**src/rtl/pmbst_pkg.sv**
```systemverilog
// Shared command codes, field layouts and reset values of the register bank.
package pmbst_pkg;
    // Command codes.
    localparam logic [7:0] CODE_IOUT_FLAGS = 8'h7b;
    localparam logic [7:0] CODE_INPUT_FLAGS = 8'h7c;
    localparam logic [7:0] CODE_THERMAL_FLAGS = 8'h7d;
    localparam logic [7:0] CODE_COMMS_FLAGS = 8'h7e;
    localparam logic [7:0] CODE_VIN_READ = 8'h88;
    localparam logic [7:0] CODE_VOUT_READ = 8'h8b;
    localparam logic [7:0] CODE_IOUT_READ = 8'h8c;
    localparam logic [7:0] CODE_TEMP_READ = 8'h8d;
    localparam logic [7:0] CODE_KIND_WORD = 8'hd0;
    localparam logic [7:0] CODE_VOUT_GAIN = 8'hd1;
    localparam logic [7:0] CODE_VOUT_OFFSET = 8'hd2;
    localparam logic [7:0] CODE_VIN_GAIN = 8'hd3;
    localparam logic [7:0] CODE_VIN_OFFSET = 8'hd4;

    // Flag bit positions.
    localparam int OVERCURRENT_FAULT_BIT = 7;
    localparam int OVERCURRENT_WARNING_BIT = 5;
    localparam int POWER_LIMIT_BIT = 2;
    localparam int INPUT_OVERVOLTAGE_FAULT_BIT = 7;
    localparam int INPUT_UNDERVOLTAGE_FAULT_BIT = 4;
    localparam int LOW_INPUT_OFF_BIT = 3;
    localparam int OVERHEAT_FAULT_BIT = 7;
    localparam int OVERHEAT_WARNING_BIT = 6;
    localparam int BAD_COMMAND_BIT = 7;
    localparam int BAD_DATA_BIT = 6;
    localparam int PACKET_CHECK_ERROR_BIT = 5;

    // Bits that exist in each flag byte; all others read as zero.
    localparam int FLAG_BYTES = 4;
    localparam logic [7:0] FLAG_MASKS [FLAG_BYTES] = '{8'ha4, 8'h98, 8'hc0, 8'he0};

    // Kind word layout.
    localparam int WRITE_PROTECT_BIT = 1;
    localparam int NAME_LSB = 2;
    localparam int NAME_MSB = 7;
    localparam int NAME_W = 6;
    localparam logic WRITE_PROTECT_RESET = 1'b1;

    // Calibration limits and defaults.
    localparam logic [15:0] GAIN_RESET = 16'h2000;
    localparam logic [15:0] GAIN_MIN = 16'h1999;
    localparam logic [15:0] GAIN_MAX = 16'h2666;
    localparam int EXP_LSB = 11;
    localparam int EXP_MSB = 15;
    localparam logic [4:0] VOUT_OFFSET_EXP = 5'h14;
    localparam logic [4:0] VIN_OFFSET_EXP = 5'h1d;
    localparam logic [15:0] VOUT_OFFSET_RESET = 16'ha000;
    localparam logic [15:0] VIN_OFFSET_RESET = 16'he800;

    // Order of the flag bytes in the flag array.
    typedef enum logic [1:0] {
        FLAG_IOUT = 2'h0,
        FLAG_INPUT = 2'h1,
        FLAG_THERMAL = 2'h2,
        FLAG_COMMS = 2'h3
    } pmbst_flag_sel_type;
endpackage

```
**src/rtl/pmbst_flag_if.sv**
```systemverilog
// Set, clear and value signals of one sticky flag byte.
`timescale 1ns/1ps
interface pmbst_flag_if;
    logic [7:0] set;
    logic [7:0] clr;
    logic [7:0] value;
    modport owner (input set, input clr, output value);
    modport user (output set, output clr, input value);
endinterface

```
**src/rtl/pmbst_flag_byte.sv**
```systemverilog
// One sticky status byte with write-one-to-clear and fixed-zero unsupported bits.
`timescale 1ns/1ps
module pmbst_flag_byte #(
    parameter logic [7:0] SUPPORTED = 8'hff
) (
    // Clock and reset
    input wire logic clk,
    input wire logic rst_b,
    // Flag access
    pmbst_flag_if.owner flags
);
    logic [7:0] flag_reg;
    logic [7:0] flag_next;

    // A new event in the clearing cycle survives, so no fault is lost.
    always_comb begin
        flag_next = ((flag_reg & ~flags.clr) | flags.set) & SUPPORTED;
    end

    always_ff @(posedge clk or negedge rst_b) begin
        if (!rst_b) begin
            flag_reg <= 8'h00;
        end else begin
            flag_reg <= flag_next;
        end
    end

    assign flags.value = flag_reg;
endmodule // pmbst_flag_byte

```
**src/rtl/pmbst_regs.sv**
```systemverilog
// Status, telemetry and calibration register bank behind the command port.
`timescale 1ns/1ps
module pmbst_regs #(
    // Module designation; the default value is arbitrary.
    parameter logic [pmbst_pkg::NAME_W-1:0] MODULE_NAME = 6'h15,
    parameter logic [15:0] VOUT_GAIN_INIT = pmbst_pkg::GAIN_RESET,
    parameter logic [15:0] VIN_GAIN_INIT = pmbst_pkg::GAIN_RESET,
    parameter logic [15:0] VOUT_OFFSET_INIT = pmbst_pkg::VOUT_OFFSET_RESET,
    parameter logic [15:0] VIN_OFFSET_INIT = pmbst_pkg::VIN_OFFSET_RESET
) (
    // Clock and reset
    input wire logic clk,
    input wire logic rst_b,
    // Command port from the bus transaction layer
    input wire logic cmd_valid,
    input wire logic cmd_write,
    input wire logic [7:0] cmd_code,
    input wire logic [15:0] cmd_wdata,
    output logic rsp_valid,
    output logic [15:0] rsp_data,
    // Link error reported by the transaction layer
    input wire logic packet_check_error,
    // Fault events from the converter monitor
    input wire logic overcurrent_fault,
    input wire logic overcurrent_warning,
    input wire logic power_limiting,
    input wire logic input_overvoltage_fault,
    input wire logic input_undervoltage_fault,
    input wire logic low_input_off,
    input wire logic overheat_fault,
    input wire logic overheat_warning,
    // Telemetry from the converter monitor
    input wire logic [15:0] input_voltage_value,
    input wire logic [15:0] output_voltage_value,
    input wire logic [15:0] output_current_value,
    input wire logic [15:0] temperature_value,
    // Settings for the readback scaling, write protection and module name
    output logic [15:0] vout_sense_gain,
    output logic [15:0] vout_sense_offset,
    output logic [15:0] vin_sense_gain,
    output logic [15:0] vin_sense_offset,
    output logic write_protect_enable,
    output logic [pmbst_pkg::NAME_W-1:0] module_name
);
    // Decoding and range checks.
    function automatic logic gain_ok(input logic [15:0] value);
        gain_ok = (value >= pmbst_pkg::GAIN_MIN) && (value <= pmbst_pkg::GAIN_MAX);
    endfunction

    function automatic logic exp_ok(input logic [15:0] value, input logic [4:0] exponent);
        exp_ok = value[pmbst_pkg::EXP_MSB:pmbst_pkg::EXP_LSB] == exponent;
    endfunction

    function automatic logic is_telemetry(input logic [7:0] code);
        is_telemetry = (code == pmbst_pkg::CODE_VIN_READ)
            || (code == pmbst_pkg::CODE_VOUT_READ)
            || (code == pmbst_pkg::CODE_IOUT_READ)
            || (code == pmbst_pkg::CODE_TEMP_READ);
    endfunction

    function automatic logic is_flag(input logic [7:0] code);
        is_flag = (code >= pmbst_pkg::CODE_IOUT_FLAGS)
            && (code <= pmbst_pkg::CODE_COMMS_FLAGS);
    endfunction

    function automatic logic is_cal(input logic [7:0] code);
        is_cal = (code >= pmbst_pkg::CODE_VOUT_GAIN)
            && (code <= pmbst_pkg::CODE_VIN_OFFSET);
    endfunction

    function automatic logic is_known(input logic [7:0] code);
        is_known = is_flag(code) || is_telemetry(code) || is_cal(code)
            || (code == pmbst_pkg::CODE_KIND_WORD);
    endfunction

    // Parameter checks.
    if (!gain_ok(VOUT_GAIN_INIT) || !gain_ok(VIN_GAIN_INIT)) begin : g_gain_check
        $error("Gain reset value lies outside the accepted range.");
    end
    if (!exp_ok(VOUT_OFFSET_INIT, pmbst_pkg::VOUT_OFFSET_EXP)
        || !exp_ok(VIN_OFFSET_INIT, pmbst_pkg::VIN_OFFSET_EXP)) begin : g_offset_check
        $error("Offset reset value carries the wrong exponent.");
    end

    // Registers.
    logic wp_reg;
    logic [pmbst_pkg::NAME_W-1:0] name_reg;
    logic [15:0] vout_gain_reg;
    logic [15:0] vout_offset_reg;
    logic [15:0] vin_gain_reg;
    logic [15:0] vin_offset_reg;
    logic rsp_valid_reg;
    logic [15:0] rsp_data_reg;
    logic [15:0] read_next;

    // Command qualifiers.
    logic wr;
    logic cal_wr;
    logic cal_value_ok;
    logic bad_command;
    logic bad_data;

    assign wr = cmd_valid && cmd_write;
    assign cal_wr = wr && is_cal(cmd_code) && !wp_reg;

    always_comb begin
        case (cmd_code)
            pmbst_pkg::CODE_VOUT_GAIN: cal_value_ok = gain_ok(cmd_wdata);
            pmbst_pkg::CODE_VIN_GAIN: cal_value_ok = gain_ok(cmd_wdata);
            pmbst_pkg::CODE_VOUT_OFFSET: begin
                cal_value_ok = exp_ok(cmd_wdata, pmbst_pkg::VOUT_OFFSET_EXP);
            end
            pmbst_pkg::CODE_VIN_OFFSET: begin
                cal_value_ok = exp_ok(cmd_wdata, pmbst_pkg::VIN_OFFSET_EXP);
            end
            default: cal_value_ok = 1'b0;
        endcase
    end

    // A rejected value and a write to a read-only reading both count as bad data.
    // A write dropped by protection is not flagged, so a locked part stays quiet.
    assign bad_command = cmd_valid && !is_known(cmd_code);
    assign bad_data = (wr && is_telemetry(cmd_code)) || (cal_wr && !cal_value_ok);

    // Flag bytes.
    pmbst_flag_if flag_bus [pmbst_pkg::FLAG_BYTES] ();

    always_comb begin
        flag_bus[pmbst_pkg::FLAG_IOUT].set = 8'h00;
        flag_bus[pmbst_pkg::FLAG_IOUT].set[pmbst_pkg::OVERCURRENT_FAULT_BIT] =
            overcurrent_fault;
        flag_bus[pmbst_pkg::FLAG_IOUT].set[pmbst_pkg::OVERCURRENT_WARNING_BIT] =
            overcurrent_warning;
        flag_bus[pmbst_pkg::FLAG_IOUT].set[pmbst_pkg::POWER_LIMIT_BIT] =
            power_limiting;
    end

    always_comb begin
        flag_bus[pmbst_pkg::FLAG_INPUT].set = 8'h00;
        flag_bus[pmbst_pkg::FLAG_INPUT].set[pmbst_pkg::INPUT_OVERVOLTAGE_FAULT_BIT] =
            input_overvoltage_fault;
        flag_bus[pmbst_pkg::FLAG_INPUT].set[pmbst_pkg::INPUT_UNDERVOLTAGE_FAULT_BIT] =
            input_undervoltage_fault;
        flag_bus[pmbst_pkg::FLAG_INPUT].set[pmbst_pkg::LOW_INPUT_OFF_BIT] =
            low_input_off;
    end

    always_comb begin
        flag_bus[pmbst_pkg::FLAG_THERMAL].set = 8'h00;
        flag_bus[pmbst_pkg::FLAG_THERMAL].set[pmbst_pkg::OVERHEAT_FAULT_BIT] =
            overheat_fault;
        flag_bus[pmbst_pkg::FLAG_THERMAL].set[pmbst_pkg::OVERHEAT_WARNING_BIT] =
            overheat_warning;
    end

    always_comb begin
        flag_bus[pmbst_pkg::FLAG_COMMS].set = 8'h00;
        flag_bus[pmbst_pkg::FLAG_COMMS].set[pmbst_pkg::BAD_COMMAND_BIT] = bad_command;
        flag_bus[pmbst_pkg::FLAG_COMMS].set[pmbst_pkg::BAD_DATA_BIT] = bad_data;
        flag_bus[pmbst_pkg::FLAG_COMMS].set[pmbst_pkg::PACKET_CHECK_ERROR_BIT] =
            packet_check_error;
    end

    for (genvar i = 0; i < pmbst_pkg::FLAG_BYTES; i++) begin : g_flags
        // Writing a one to a flag bit clears it.
        assign flag_bus[i].clr = (wr && (cmd_code == pmbst_pkg::CODE_IOUT_FLAGS + 8'(i)))
            ? cmd_wdata[7:0] : 8'h00;

        pmbst_flag_byte #(
            .SUPPORTED(pmbst_pkg::FLAG_MASKS[i])
        ) u_flag (
            .clk(clk),
            .rst_b(rst_b),
            .flags(flag_bus[i])
        );
    end

    // Kind word. Protection itself stays writable, otherwise a locked part
    // could never be unlocked again.
    always_ff @(posedge clk or negedge rst_b) begin
        if (!rst_b) begin
            wp_reg <= pmbst_pkg::WRITE_PROTECT_RESET;
        end else if (wr && (cmd_code == pmbst_pkg::CODE_KIND_WORD)) begin
            wp_reg <= cmd_wdata[pmbst_pkg::WRITE_PROTECT_BIT];
        end
    end

    always_ff @(posedge clk or negedge rst_b) begin
        if (!rst_b) begin
            name_reg <= MODULE_NAME;
        end else if (wr && (cmd_code == pmbst_pkg::CODE_KIND_WORD) && !wp_reg) begin
            name_reg <= cmd_wdata[pmbst_pkg::NAME_MSB:pmbst_pkg::NAME_LSB];
        end
    end

    // Calibration. Only the working copy lives here; the nonvolatile store
    // is loaded through the reset values and is handled elsewhere.
    always_ff @(posedge clk or negedge rst_b) begin
        if (!rst_b) begin
            vout_gain_reg <= VOUT_GAIN_INIT;
        end else if (cal_wr && cal_value_ok && (cmd_code == pmbst_pkg::CODE_VOUT_GAIN)) begin
            vout_gain_reg <= cmd_wdata;
        end
    end

    always_ff @(posedge clk or negedge rst_b) begin
        if (!rst_b) begin
            vout_offset_reg <= VOUT_OFFSET_INIT;
        end else if (cal_wr && cal_value_ok
                     && (cmd_code == pmbst_pkg::CODE_VOUT_OFFSET)) begin
            vout_offset_reg <= cmd_wdata;
        end
    end

    always_ff @(posedge clk or negedge rst_b) begin
        if (!rst_b) begin
            vin_gain_reg <= VIN_GAIN_INIT;
        end else if (cal_wr && cal_value_ok && (cmd_code == pmbst_pkg::CODE_VIN_GAIN)) begin
            vin_gain_reg <= cmd_wdata;
        end
    end

    always_ff @(posedge clk or negedge rst_b) begin
        if (!rst_b) begin
            vin_offset_reg <= VIN_OFFSET_INIT;
        end else if (cal_wr && cal_value_ok
                     && (cmd_code == pmbst_pkg::CODE_VIN_OFFSET)) begin
            vin_offset_reg <= cmd_wdata;
        end
    end

    // Read selection. Unknown codes and writes answer with zero.
    always_comb begin
        read_next = 16'h0000;
        case (cmd_code)
            pmbst_pkg::CODE_IOUT_FLAGS: begin
                read_next[7:0] = flag_bus[pmbst_pkg::FLAG_IOUT].value;
            end
            pmbst_pkg::CODE_INPUT_FLAGS: begin
                read_next[7:0] = flag_bus[pmbst_pkg::FLAG_INPUT].value;
            end
            pmbst_pkg::CODE_THERMAL_FLAGS: begin
                read_next[7:0] = flag_bus[pmbst_pkg::FLAG_THERMAL].value;
            end
            pmbst_pkg::CODE_COMMS_FLAGS: begin
                read_next[7:0] = flag_bus[pmbst_pkg::FLAG_COMMS].value;
            end
            pmbst_pkg::CODE_VIN_READ: read_next = input_voltage_value;
            pmbst_pkg::CODE_VOUT_READ: read_next = output_voltage_value;
            pmbst_pkg::CODE_IOUT_READ: read_next = output_current_value;
            pmbst_pkg::CODE_TEMP_READ: read_next = temperature_value;
            pmbst_pkg::CODE_KIND_WORD: begin
                read_next[pmbst_pkg::NAME_MSB:pmbst_pkg::NAME_LSB] = name_reg;
                read_next[pmbst_pkg::WRITE_PROTECT_BIT] = wp_reg;
            end
            pmbst_pkg::CODE_VOUT_GAIN: read_next = vout_gain_reg;
            pmbst_pkg::CODE_VOUT_OFFSET: read_next = vout_offset_reg;
            pmbst_pkg::CODE_VIN_GAIN: read_next = vin_gain_reg;
            pmbst_pkg::CODE_VIN_OFFSET: read_next = vin_offset_reg;
            default: read_next = 16'h0000;
        endcase
    end

    // Answer one cycle after every command.
    always_ff @(posedge clk or negedge rst_b) begin
        if (!rst_b) begin
            rsp_valid_reg <= 1'b0;
        end else begin
            rsp_valid_reg <= cmd_valid;
        end
    end

    always_ff @(posedge clk or negedge rst_b) begin
        if (!rst_b) begin
            rsp_data_reg <= 16'h0000;
        end else if (cmd_valid) begin
            rsp_data_reg <= cmd_write ? 16'h0000 : read_next;
        end
    end

    assign rsp_valid = rsp_valid_reg;
    assign rsp_data = rsp_data_reg;
    assign vout_sense_gain = vout_gain_reg;
    assign vout_sense_offset = vout_offset_reg;
    assign vin_sense_gain = vin_gain_reg;
    assign vin_sense_offset = vin_offset_reg;
    assign write_protect_enable = wp_reg;
    assign module_name = name_reg;
endmodule // pmbst_regs

```
**config.mk**
```make
export PLATFORM = sky130hd
export DESIGN_NAME = pmbst_regs
export DESIGN_NICKNAME = d
export VERILOG_FILES = /design/src/rtl/pmbst_pkg.sv /design/src/rtl/pmbst_flag_if.sv /design/src/rtl/pmbst_flag_byte.sv /design/src/rtl/pmbst_regs.sv
export SDC_FILE = /design/constraint.sdc
export NUM_CORES = 1
export LEC_CHECK = 0
export CAP_MARGIN = 40
export CELL_PAD_IN_SITES_DETAIL_PLACEMENT = 1
export CELL_PAD_IN_SITES_GLOBAL_PLACEMENT = 1
export CORE_ASPECT_RATIO = 0.6
export CORE_MARGIN = 5
export CORE_UTILIZATION = 30
export DETAILED_ROUTE_END_ITERATION = 8
export DONT_BUFFER_PORTS = 1
export PLACE_DENSITY_LB_ADDON = 0.15
export SLEW_MARGIN = 0
export SYNTH_ARGS = -nofsm -noshare
export SYNTH_HDL_FRONTEND = slang
export SYNTH_HIERARCHICAL = 1
export SYNTH_SLANG_ARGS = --single-unit
```
**constraint.sdc**
```tcl
create_clock -name clk -period 5.1 [get_ports clk]
set_input_delay 1.275 -clock clk [delete_from_list [all_inputs] [get_ports clk]]
set_output_delay 1.275 -clock clk [all_outputs]
set_load 0.1 [all_outputs]
```
# Word-level counts from Yosys, hierarchy flattened
# Index checks and enable logic that the tools add are counted.
[totals]
input_bits = 101
ff_bits = 99
output_inout_bits = 88
elab_cells = 85
[op_classes]
n_reduce_logical = 31
mux = 9
n_eq_ne = 15
order_cmp = 6
bitwise = 12
[op_table]
columns = ["cell", "count"]
rows = [
  ["7-bit case mux with 13 select lines", 1],
  ["8-bit equality test (second input constant)", 9],
  ["8-bit case mux with 8 select lines", 1],
  ["8-bit AND", 4],
  ["8-bit by 7-bit equality test with 1-bit output (second input constant)", 4],
  ["8-bit two-way mux", 4],
  ["8-bit NOT", 4],
  ["8-bit OR", 4],
  ["1-bit logical AND", 20],
  ["16-bit by 13-bit >= comparator with 1-bit output (second input constant)", 1],
  ["16-bit by 14-bit less-or-equal comparator with 1-bit output (second input constant)", 1],
  ["16-bit two-way mux", 1],
  ["5-bit equality test (second input constant)", 2],
  ["8-bit by 7-bit >= comparator with 1-bit output (second input constant)", 1],
  ["8-bit >= comparator (second input constant)", 1],
  ["8-bit by 7-bit less-or-equal comparator with 1-bit output (second input constant)", 1],
  ["8-bit less-or-equal comparator (second input constant)", 1],
  ["1-bit case mux with 8 select lines", 1],
  ["1-bit logical OR", 7],
  ["1-bit logical NOT", 3],
  ["1-bit case mux with 3 select lines", 1],
  ["2-bit OR reduction", 1],
]

# Logic depth before layout (Yosys ltp)
# Gate-level depths: netlist (run 1).
[depth]
word_depth = 10
ltp_mapped = 10
depth_no_buf = 7

# By module
# Netlist (run 1), hierarchy kept.
[by_module_without_submodules]
columns = ["module", "instances", "seq_area_each_um2", "area_per_inst_um2", "cells_each"]
rows = [
  ["pmbst_regs", 1, 2217.1, 5430.2, 532],
  ["pmbst_flag_byte (g_flags[0].u_flag ...)", 3, 75.1, 150.1, 15],
  ["pmbst_flag_byte (g_flags[2].u_flag)", 1, 50.0, 121.4, 13],
]

# Worst setup path after synthesis (run 1)
# Ideal clock, no wire load.
[synth_path]
kind = "input port to flip-flop"
startpoint = "in cmd_code[3]"
endpoint = "reg vin_gain_reg[12] (netlist: vin_sense_gain[12])"
arrival_ns = 2.942
path_buffers = 4
path_slack_ns = 2.029
t_required_ns = 4.972
setup_time_ns = 0.128
path_stages = 9
path_cell_list = "buf_2 -> and4bb_1 -> buf_4 -> and2_1 -> buf_4 -> nand2_1 -> nor4_4 -> buf_6 -> mux2_1"
[synth_between]
elab_chain_len = 6
elab_cells_between_ends = 13
cone_classes = "order compare: 2; eq/ne: 4; mux: 1; reduce/logical: 6"
[synth_lines]
columns = ["element", "line", "text"]
rows = [
  ["start, declared", "pmbst_regs.sv:17", "input wire logic [7:0] cmd_code,"],
  ["8-bit >= comparator / 8-bit less-or-equal comparator (equally long branches)", "pmbst_regs.sv:67, pmbst_regs.sv:68", ""],
  ["1-bit logical AND", "pmbst_regs.sv:68", "&& (code <= pmbst_pkg::CODE_VIN_OFFSET);"],
  ["1-bit logical AND (2 in a row)", "pmbst_regs.sv:104", "assign cal_wr = wr && is_cal(cmd_code) && !wp_reg;"],
  ["1-bit logical AND", "pmbst_regs.sv:218", "end else if (cal_wr && cal_value_ok && (cmd_code == pmbst_pkg::CODE_VIN_GAIN)) begin"],
  ["1-bit logical AND *", "pmbst_regs.sv:218", ""],
  ["end signal, assigned", "pmbst_regs.sv:219", "vin_gain_reg <= cmd_wdata;"],
  ["end, declared", "pmbst_regs.sv:90", "logic [15:0] vin_gain_reg;"],
]
# Every way passes the cells marked *; elsewhere a longest branch is shown, timed or not.
# A chain may end at the register's enable or synchronous reset.

# Final worst setup path (run 1)
[layout_path]
startpoint = "in cmd_code[5]"
endpoint = "reg vout_gain_reg[3] (netlist: vout_sense_gain[3])"
[layout_between]
elab_chain_len = 6
elab_cells_between_ends = 13
cone_classes = "order compare: 2; eq/ne: 4; mux: 1; reduce/logical: 6"
[layout_lines]
columns = ["element", "line", "text"]
rows = [
  ["8-bit >= comparator / 8-bit less-or-equal comparator (equally long branches)", "pmbst_regs.sv:67, pmbst_regs.sv:68", ""],
  ["1-bit logical AND", "pmbst_regs.sv:68", ""],
  ["1-bit logical AND (2 in a row)", "pmbst_regs.sv:104", ""],
  ["1-bit logical AND", "pmbst_regs.sv:201", "end else if (cal_wr && cal_value_ok && (cmd_code == pmbst_pkg::CODE_VOUT_GAIN)) begin"],
  ["1-bit logical AND *", "pmbst_regs.sv:201", ""],
  ["end signal, assigned", "pmbst_regs.sv:202", "vout_gain_reg <= cmd_wdata;"],
  ["end, declared", "pmbst_regs.sv:88", "logic [15:0] vout_gain_reg;"],
]
# Marked as above.

==> results of run 1 <==
## cells in the final DEF, fill, tap and decap left out, drive strengths merged, types with 16 or more instances in the layout
| master | count |
|---|---|
| nand2 | 25 |
| dfrtp | 87 |
| buf | 85 |
| conb | 21 |
| a22oi | 36 |
| o22ai | 20 |
| nand3 | 20 |
| nor2 | 16 |
| mux2 | 65 |
| inv | 27 |
| and2 | 19 |
## worst max path at each step
stage	startpoint	end	cells past startpoint
floorplan	cmd_code[3]	vin_sense_gain[12]	9
global placement	cmd_code[5]	vout_sense_gain[3]	5
detailed placement	cmd_code[5]	vout_sense_gain[3]	5
CTS	cmd_code[5]	vout_sense_gain[2]	5
global route	cmd_code[5]	vout_sense_gain[2]	5
finish	cmd_code[5]	vout_sense_gain[3]	5
## worst register-to-register path, cell delays in order (launching register included)
cell and delay (ns):
dfstp_2 0.57, and3b_1 0.35, o21ai_0 0.21, nand4b_2 0.34, nor2_4 0.51, mux2_2 0.41
## layout make-up
cell class                      count  area (um^2)
Timing Repair Buffer               85         2140
Multi-Input combinational cell    393         2970
Sequential cell                    99         2490
Clock inverter                      7         61.3
Inverter                           24         90.1
Tap cell                          266          333
Clock buffer                        9          225
Fill cell                        2041        10800
## routing by layer
| metal | GRT usage | vias up | wire [um] |
|---|---|---|---|
| met5 | 0 | - | 0 |
| met4 | 0.0417 | 0 | 299 |
| met3 | 0.0763 | 19 | 1680 |
| met2 | 0.321 | 173 | 10500 |
| met1 | 0.308 | 2531 | 11700 |
| li1 | - | 2160 | - |
## power by group
group	switching, uW	internal (uW)
logic	58.3	41.1
registers	16.0	790
clock network	354	340
## metrics by stage
step           instances  hold slack (ns)
2_1_floorplan        585            0.449
3_3_place_gp         790            0.460
5_1_grt              883            0.499
3_5_place_dp         867            0.470
6_report             883            0.487
4_1_cts              883            0.488
==> metrics.md, run 1 <==
| Metric | Value |
|---|---|
| Die ar. | ~0.023 mm^2 |
| CP required | roughly 5.4 ns |
| CTS Hold Bufs | 0 |
| Post-CTS resize count | 0 |
| Core Region | 0.0191 mm^2 |
| Worst setup EP type | register |
| Core Util, Final | 0.434 |
| Number of global-route vias before repair | 5440 |
| Routed WL per cell | 27.4 um |
| Bufs and invs on worst path | 0 |
| CP Class | in2reg |
| Hold path depth | 1 |
| Warnings, synthesis | 6 |
| Peak Freq | 281 MHz |
| Initial Util | 0.307 |
| Worst-case clock buffer depth | 2 |
| # setup viols final | 0 |
| Total CTS buffers | 9 |
| Total track usage | 0.217 |
| Max-cap violations | 0 |
| Global-route wire length before repair | 36.6 mm |
| Critical path startpoint category | primary input |
| Cell area after layout | 0.00831 mm^2 |
| Post-CTS Setup Bufs | 0 |
| CTS tree | built |
| Outcome | finished clean |
| Worst Tran Pin Value | 0.858 ns |
| Post-Syn Area per Cell | just over 10 um^2 |
| Final Skew | 0.0129 ns |
| DP Area | 0.00802 mm^2 |
| Sink Count | 99 |
| Pleak | 0.00338 uW |
| Fin crit share | 0.698 |
| Tot Pwr | approximately 1600 uW |
| Iteration-0 DRC Markers | around 240 |
| Post-route DRC | 0 |
| # IOs | around 190 |
| Die Wd | 191 um |
| Crit-path leading delay family | simple AND/OR/NAND/NOR gates |
| Final setup TNS | 0 ns |
| R2R Path End | vout_sense_offset[1] |
| Crit path cell chain | and4bb_1 > and2_1 > nand3_1 > nor3_4 > mux2_2 |
| H-tree Lvls | 3 |
| Via count | 4883 |
| Worst rel slew slack | 0.427 |
| Mapped Cells | 568 |
| Port buffer count | 0 |
| Dpl ws | about 1.2 ns |
| Gr ovfl total | 0 |
| R2r worst-path depth | 5 |
| Die Height | 118 um |
| Post-Syn Area | 0.00587 mm^2 |
| Drt total wl | about 24 mm |
| RSZ-0062 raised after global routing | false |
| Crit path DAT | 3.82 ns |
| Post-DP HPWL | approximately 18 mm |
| Final Hold Fails | 0 |
| Final Critical Period | between 3 and 4 ns |
| Antenna violations before repair | 0 |
| Reg2reg start | write_protect_enable |
| Layout area overhead | 41.7% |
| Clk root buf | clkbuf_16 |
| Hold path start | g_flags[0].u_flag/flags.value[5] |
| Critical path peak fanout | 16 |
| Cell Rows | 39 |
| ANT nets after route | 0 |
| Hold EP | g_flags[0].u_flag/flags.value[5] |
| Slowest-stage cell, CP | and2_1 |
| Worst Hold Class | reg2reg |
| Max VDD drop | 0.000153 V |
| CP max stage delay | ~0.7 ns |
| Drt via density | 5.53 |
| Power per Cell Area | around 190 mW/mm^2 |
| Reg2Reg Setup Slack | 2.59 ns |
| Worst skew pair latency | 0.37 ns |
| Final Max Tran Viols | 0 |
| RD Place Congestion | 0.857 |
| Fin nets | 713 |
| Setup WS post-layout | approximately 1.5 ns |
| Share of layout cells above drive strength 1 | 0.298 |
| Clock-pin slew on the worst setup and hold paths | around 0.080 ns |
| Diode count | 0 |
| Pin count of the biggest net entering global routing | 100 |
| DRT Pass-1 Iters | 4 |
Note: power is estimated with default switching activity, not from simulation.
==> run 2, diff against run 1 <==
Settings changed: ABC_AREA from default to 1.
Clock period 5.1 ns to 3.49 ns, I/O delays scaled along.
==> metrics.md, run 2 <==
| Metric | Value |
|---|---|
| RD Place Congestion | 0.875 |
| CP Class | in2reg |
| Crit path cell chain | inv_2 > nand2_4 > nor3_4 > nand2_4 > a21oi_2 > nand2_2 > nand2_8 > nand3_4 > nand2_1 > nand2_1 |
| Layout area overhead | 41.4% |
| Fin crit share | 0.752 |
| Routed WL per cell | 20.9 um |
| Worst hold margin | 0.199 ns |
| DRT Pass-1 Iters | 5 |
| Post-Syn Area | around 0.006 mm^2 |
| Drt via density | 4.93 |
| Most frequent cells in the layout | nand2_1 (348), dfrtp_1 (87), nand3_1 (82) |
| Port buffer count | 0 |
| Crit-path leading delay family | simple AND/OR/NAND/NOR gates |
| CTS Hold Bufs | 0 |
| CP max stage delay | 0.43 ns |
| Worst-case clock buffer depth | 2 |
| Fill cells | 2382 |
| Critical path startpoint category | primary input |
| Final Skew | 0.00618 ns |
| Net Sw Frac | 0.251 |
| CP required | 3.73 ns |
| Core Region | around 0.020 mm^2 |
| Post-route DRC | 0 |
| Final Max Tran Viols | 0 |
| Pleak | 0.00420 uW |
| Post-DP HPWL | around 20 mm |
| Global-route wire length before repair | 38.6 mm |
| Worst setup EP type | register |
| Max-cap violations | 0 |
| Warnings, synthesis | 6 |
| Via count | 5850 |
| Fin nets | 1009 |
| Initial Util | 0.302 |
| Worst Hold Class | in2async |
| Die Height | ~120 um |
| Total CTS buffers | 9 |
| Crit path DAT | 2.87 ns |
| Final Hold Fails | 0 |
| Final setup TNS | 0 ns |
| Slowest-stage cell, CP | nor3_4 |
| Post-Syn Area per Cell | 7.05 um^2 |
| Worst rel slew slack | 0.408 |
| Worst skew pair latency | 0.36 ns |
| Sink Count | 99 |
| # setup viols final | 0 |
| Mapped Cells | ~850 |
| Bufs and invs on worst path | 1 |
| Drt total wl | between 20 and 25 mm |
| Outcome | finished clean |
| Number of global-route vias before repair | 6402 |
| Psw | 571 uW |
| Critical path peak fanout | 52 |
| Worst Tran Pin Value | 0.888 ns |
| Flop pwr share | 0.516 |
| Comb pwr share | 0.047 |
| Final Critical Period | between 2 and 3 ns |
| Clock-pin slew on the worst setup and hold paths | 0.07 ns |
| RSZ-0062 raised after global routing | false |
| Commonest non-fill, non-tap cell in the layout | nand2_1 |
| Cell-internal power | approximately 1700 uW |
| Total track usage | 0.220 |
| CTS tree | built |
| H-tree Lvls | 3 |
| Antenna violations before repair | 0 |
| Clk root buf | clkbuf_16 |
| Pin count of the biggest net entering global routing | 100 |
| Die Wd | 192 um |
| Die ar. | 0.0229 mm^2 |
| Share of layout cells above drive strength 1 | 0.166 |
| Max VDD drop | roughly 0.00022 V |
| Clock network fraction of total power | 0.437 |
| Cell Rows | 40 |
| Gr ovfl total | 0 |
| Iteration-0 DRC Markers | 340 |
| ANT nets after route | 0 |
| # IOs | 189 |
| Peak Freq | 381 MHz |
| Diode count | 0 |
| Post-CTS resize count | 0 |
| Power per Cell Area | 270 mW/mm^2 |
| Post-CTS Setup Bufs | 0 |
## run 2: power groups by stage
stage               sequential [uW]  clock (uW)  combinational [uW]
finish                         1180         995                 107
global route                   1180        1080                 119
CTS                            1180        1030                 108
detailed placement             1200           0                 107
global placement               1210           0                83.7
floorplan                      1210           0                82.4
## run 2: path summary, 6_finish.rpt
path,startpoint,end,slack [ns],depth (start not counted)
max,cmd_code[1],vout_sense_gain[11],0.87,10
min,rst_b,vin_sense_offset[3],0.20,0
max reg2reg,write_protect_enable,vout_sense_gain[4],1.50,6
min reg2reg,g_flags[3].u_flag/flags.value[5],g_flags[3].u_flag/flags.value[5],0.48,2
max in group asynchronous,rst_b,vin_sense_offset[11],2.99,0
min in group clk,g_flags[3].u_flag/flags.value[5],g_flags[3].u_flag/flags.value[5],0.48,2
## run 2: area by class of cell
type / instances / area, um^2 / area share
clock buffers: 12 / 256 / 0.0304
repair buffers: 92 / 2180 / 0.258
clock inverters: 4 / 25.0 / 0.00296
flip-flops and latches: 99 / 2490 / 0.295
inverters: 72 / 270 / 0.0320
well taps: 273 / 342 / 0.0404
multi-input cells: 634 / 2880 / 0.341
## run 2: per-stage QoR
step | setup WS, ns | area (um^2) | utilization | total power, uW | std cells
finish | 0.867 | 8450 | 0.427 | 2280 | 1186
global route | 0.726 | 8450 | 0.427 | 2380 | 1186
CTS | 0.905 | 8450 | 0.427 | 2310 | 1186
detailed placement | 0.508 | 8160 | 0.413 | 1300 | 1170
global placement | 0.642 | 6100 | 0.309 | 1290 | 1094
floorplan | 1.17 | 6040 | - | 1290 | 864
## run 2: per-layer routing
layer  GRT usage  up-vias  wire (um)
met5           0        -          0
met4      0.0405        0        233
met3      0.0873       17       2070
met2       0.333      156      10800
met1       0.299     2865      11600
li1            -     2812          -
==> run 3, diff against run 2 <==
Clock period 3.49 ns to 2.2 ns, I/O delays scaled along.
==> metrics.md, run 3 (synthesis results as in run 2) <==
| Metric | Value |
|---|---|
| Critical path startpoint category | register |
| R2r worst-path depth | 6 |
| DRT Pass-1 Iters | 5 |
| Diode count | 0 |
| Worst Tran Pin Value | 0.558 ns |
| Number of global-route vias before repair | 6338 |
| Die ar. | approximately 0.023 mm^2 |
| Die Wd | 192 um |
| Initial Util | 0.302 |
| Share of layout cells above drive strength 1 | 0.188 |
| Worst skew pair latency | 0.36 ns |
| GR Layer Usage met2 | 0.324 |
| Grt met3 use | 0.0773 |
| Commonest non-fill, non-tap cell in the layout | nand2_1 |
| RSZ-0062 raised after global routing | false |
| Reg2reg start | module_name[2] |
| CTS tree | built |
| Clock-pin slew on the worst setup and hold paths | 0.07 ns |
| Via count | 5951 |
| # IOs | 189 |
| Post-route DRC | 0 |
| ANT nets after route | 0 |
| Final Skew | 0.00866 ns |
| Final Critical Period | 1.81 ns |
| R2R Path End | rsp_data[4] |
| Antenna violations before repair | 0 |
| RD Place Congestion | 0.880 |
| Drt total wl | ~24 mm |
| Dpl ws | between 0.03 and 0.04 ns |
| Met1 Use GR | 0.290 |
| Most Used Layer, Global Route | met2 |
| Post-CTS resize count | 0 |
| Cell Rows | 40 |
| Pin count of the biggest net entering global routing | 100 |
| Worst-case clock buffer depth | 2 |
| Global-route wire length before repair | 37.3 mm |
| Max-cap violations | 0 |
| CP required | between 1.5 and 2 ns |
| Iteration-0 DRC Markers | about 310 |
| Fin nets | 1033 |
| Outcome | finished, violations left |
| Layout area overhead | 21.3% |
| Reg2Reg Setup Slack | 0.65 ns |
| Final setup TNS | 0 ns |
| Worst setup EP type | output pin |
| Port buffer count | 0 |
| Post-DP HPWL | 18.9 mm |
| CP Class | reg2out |
| Clk root buf | clkbuf_16 |
| Most frequent cells in the layout | nand2_1 (348), buf_4 (109), dfrtp_1 (87) |
| Final Max Tran Viols | 0 |
| Sink Count | just under 100 |
| Worst hold margin | -0.120 ns |
| # setup viols final | 0 |
| Die Height | 119 um |
| Gr ovfl total | 0 |
| Peak Freq | 553 MHz |
| Worst Hold Class | in2async |
| H-tree Lvls | 3 |
| Worst rel slew slack | 0.628 |
| Routed WL per cell | ~20 um |
| Final Hold Fails | between 80 and 90 |
| Setup WS post-layout | 0.390 ns |
| Power per Cell Area | 514 mW/mm^2 |
| Post-CTS Setup Bufs | 0 |
| Critical path peak fanout | 3 |
| Pleak | 0.00391 uW |
| Drt via density | just under 5 |
| Crit path DAT | 1.26 ns |
| Failing checks | hold timing |
| Total track usage | 0.212 |
| Core Region | 0.0198 mm^2 |
| Total CTS buffers | 9 |
| Fin crit share | 0.823 |
| Max VDD drop | 0.000371 V |
==> run 3: how the worst max path moves through the flow <==
stage / startpoint / end / slack (ns) / cells after the start
global route: cmd_wdata[14] / vin_sense_offset[9] / 0.27 / 10
finish: vin_sense_gain[13] / vin_sense_gain[13] / 0.39 / 0
global placement: cmd_code[5] / rsp_data[11] / 0.07 / 11
floorplan: cmd_code[1] / vout_sense_offset[6] / 0.20 / 13
CTS: module_name[0] / module_name[0] / 0.36 / 0
detailed placement: cmd_code[5] / rsp_data[11] / 0.04 / 11
==> run 3: routing by layer <==
metal	up-vias	part of all wire
met4	0	0.0077
met5	-	0
met2	184	0.43
met1	2895	0.47
li1	2859	-
met3	13	0.087
==> run 3: layout make-up <==
class | instances | area [um^2]
fillers | 2486 | 12500
multi-input cells | 634 | 2880
flip-flops and latches | 99 | 2490
repair buffers | 116 | 958
well taps | 273 | 342
inverters | 72 | 270
clock buffers | 12 | 256
clock inverters | 4 | 48.8
==> run 3: where the power goes <==
| group | internal [uW] | total [uW] | switching [uW] |
|---|---|---|---|
| combinational | 49.3 | 186 | 137 |
| sequential | 1830 | 1850 | 17.8 |
| clock | 945 | 1690 | 743 |
| total | 2830 | 3720 | 898 |
==> run 3: per-stage QoR <==
step | hold WS (ns) | total power (uW) | std cells | area, um^2 | utilization
after floorplan | 0.254 | 2040 | 864 | 6040 | -
after global placement | 0.259 | 2070 | 1194 | 6940 | 0.351
after detailed placement | 0.258 | 2070 | 1194 | 6940 | 0.351
after CTS | -0.141 | 3780 | 1210 | 7250 | 0.367
after global routing | -0.145 | 3860 | 1210 | 7250 | 0.367
final | -0.120 | 3720 | 1210 | 7250 | 0.367
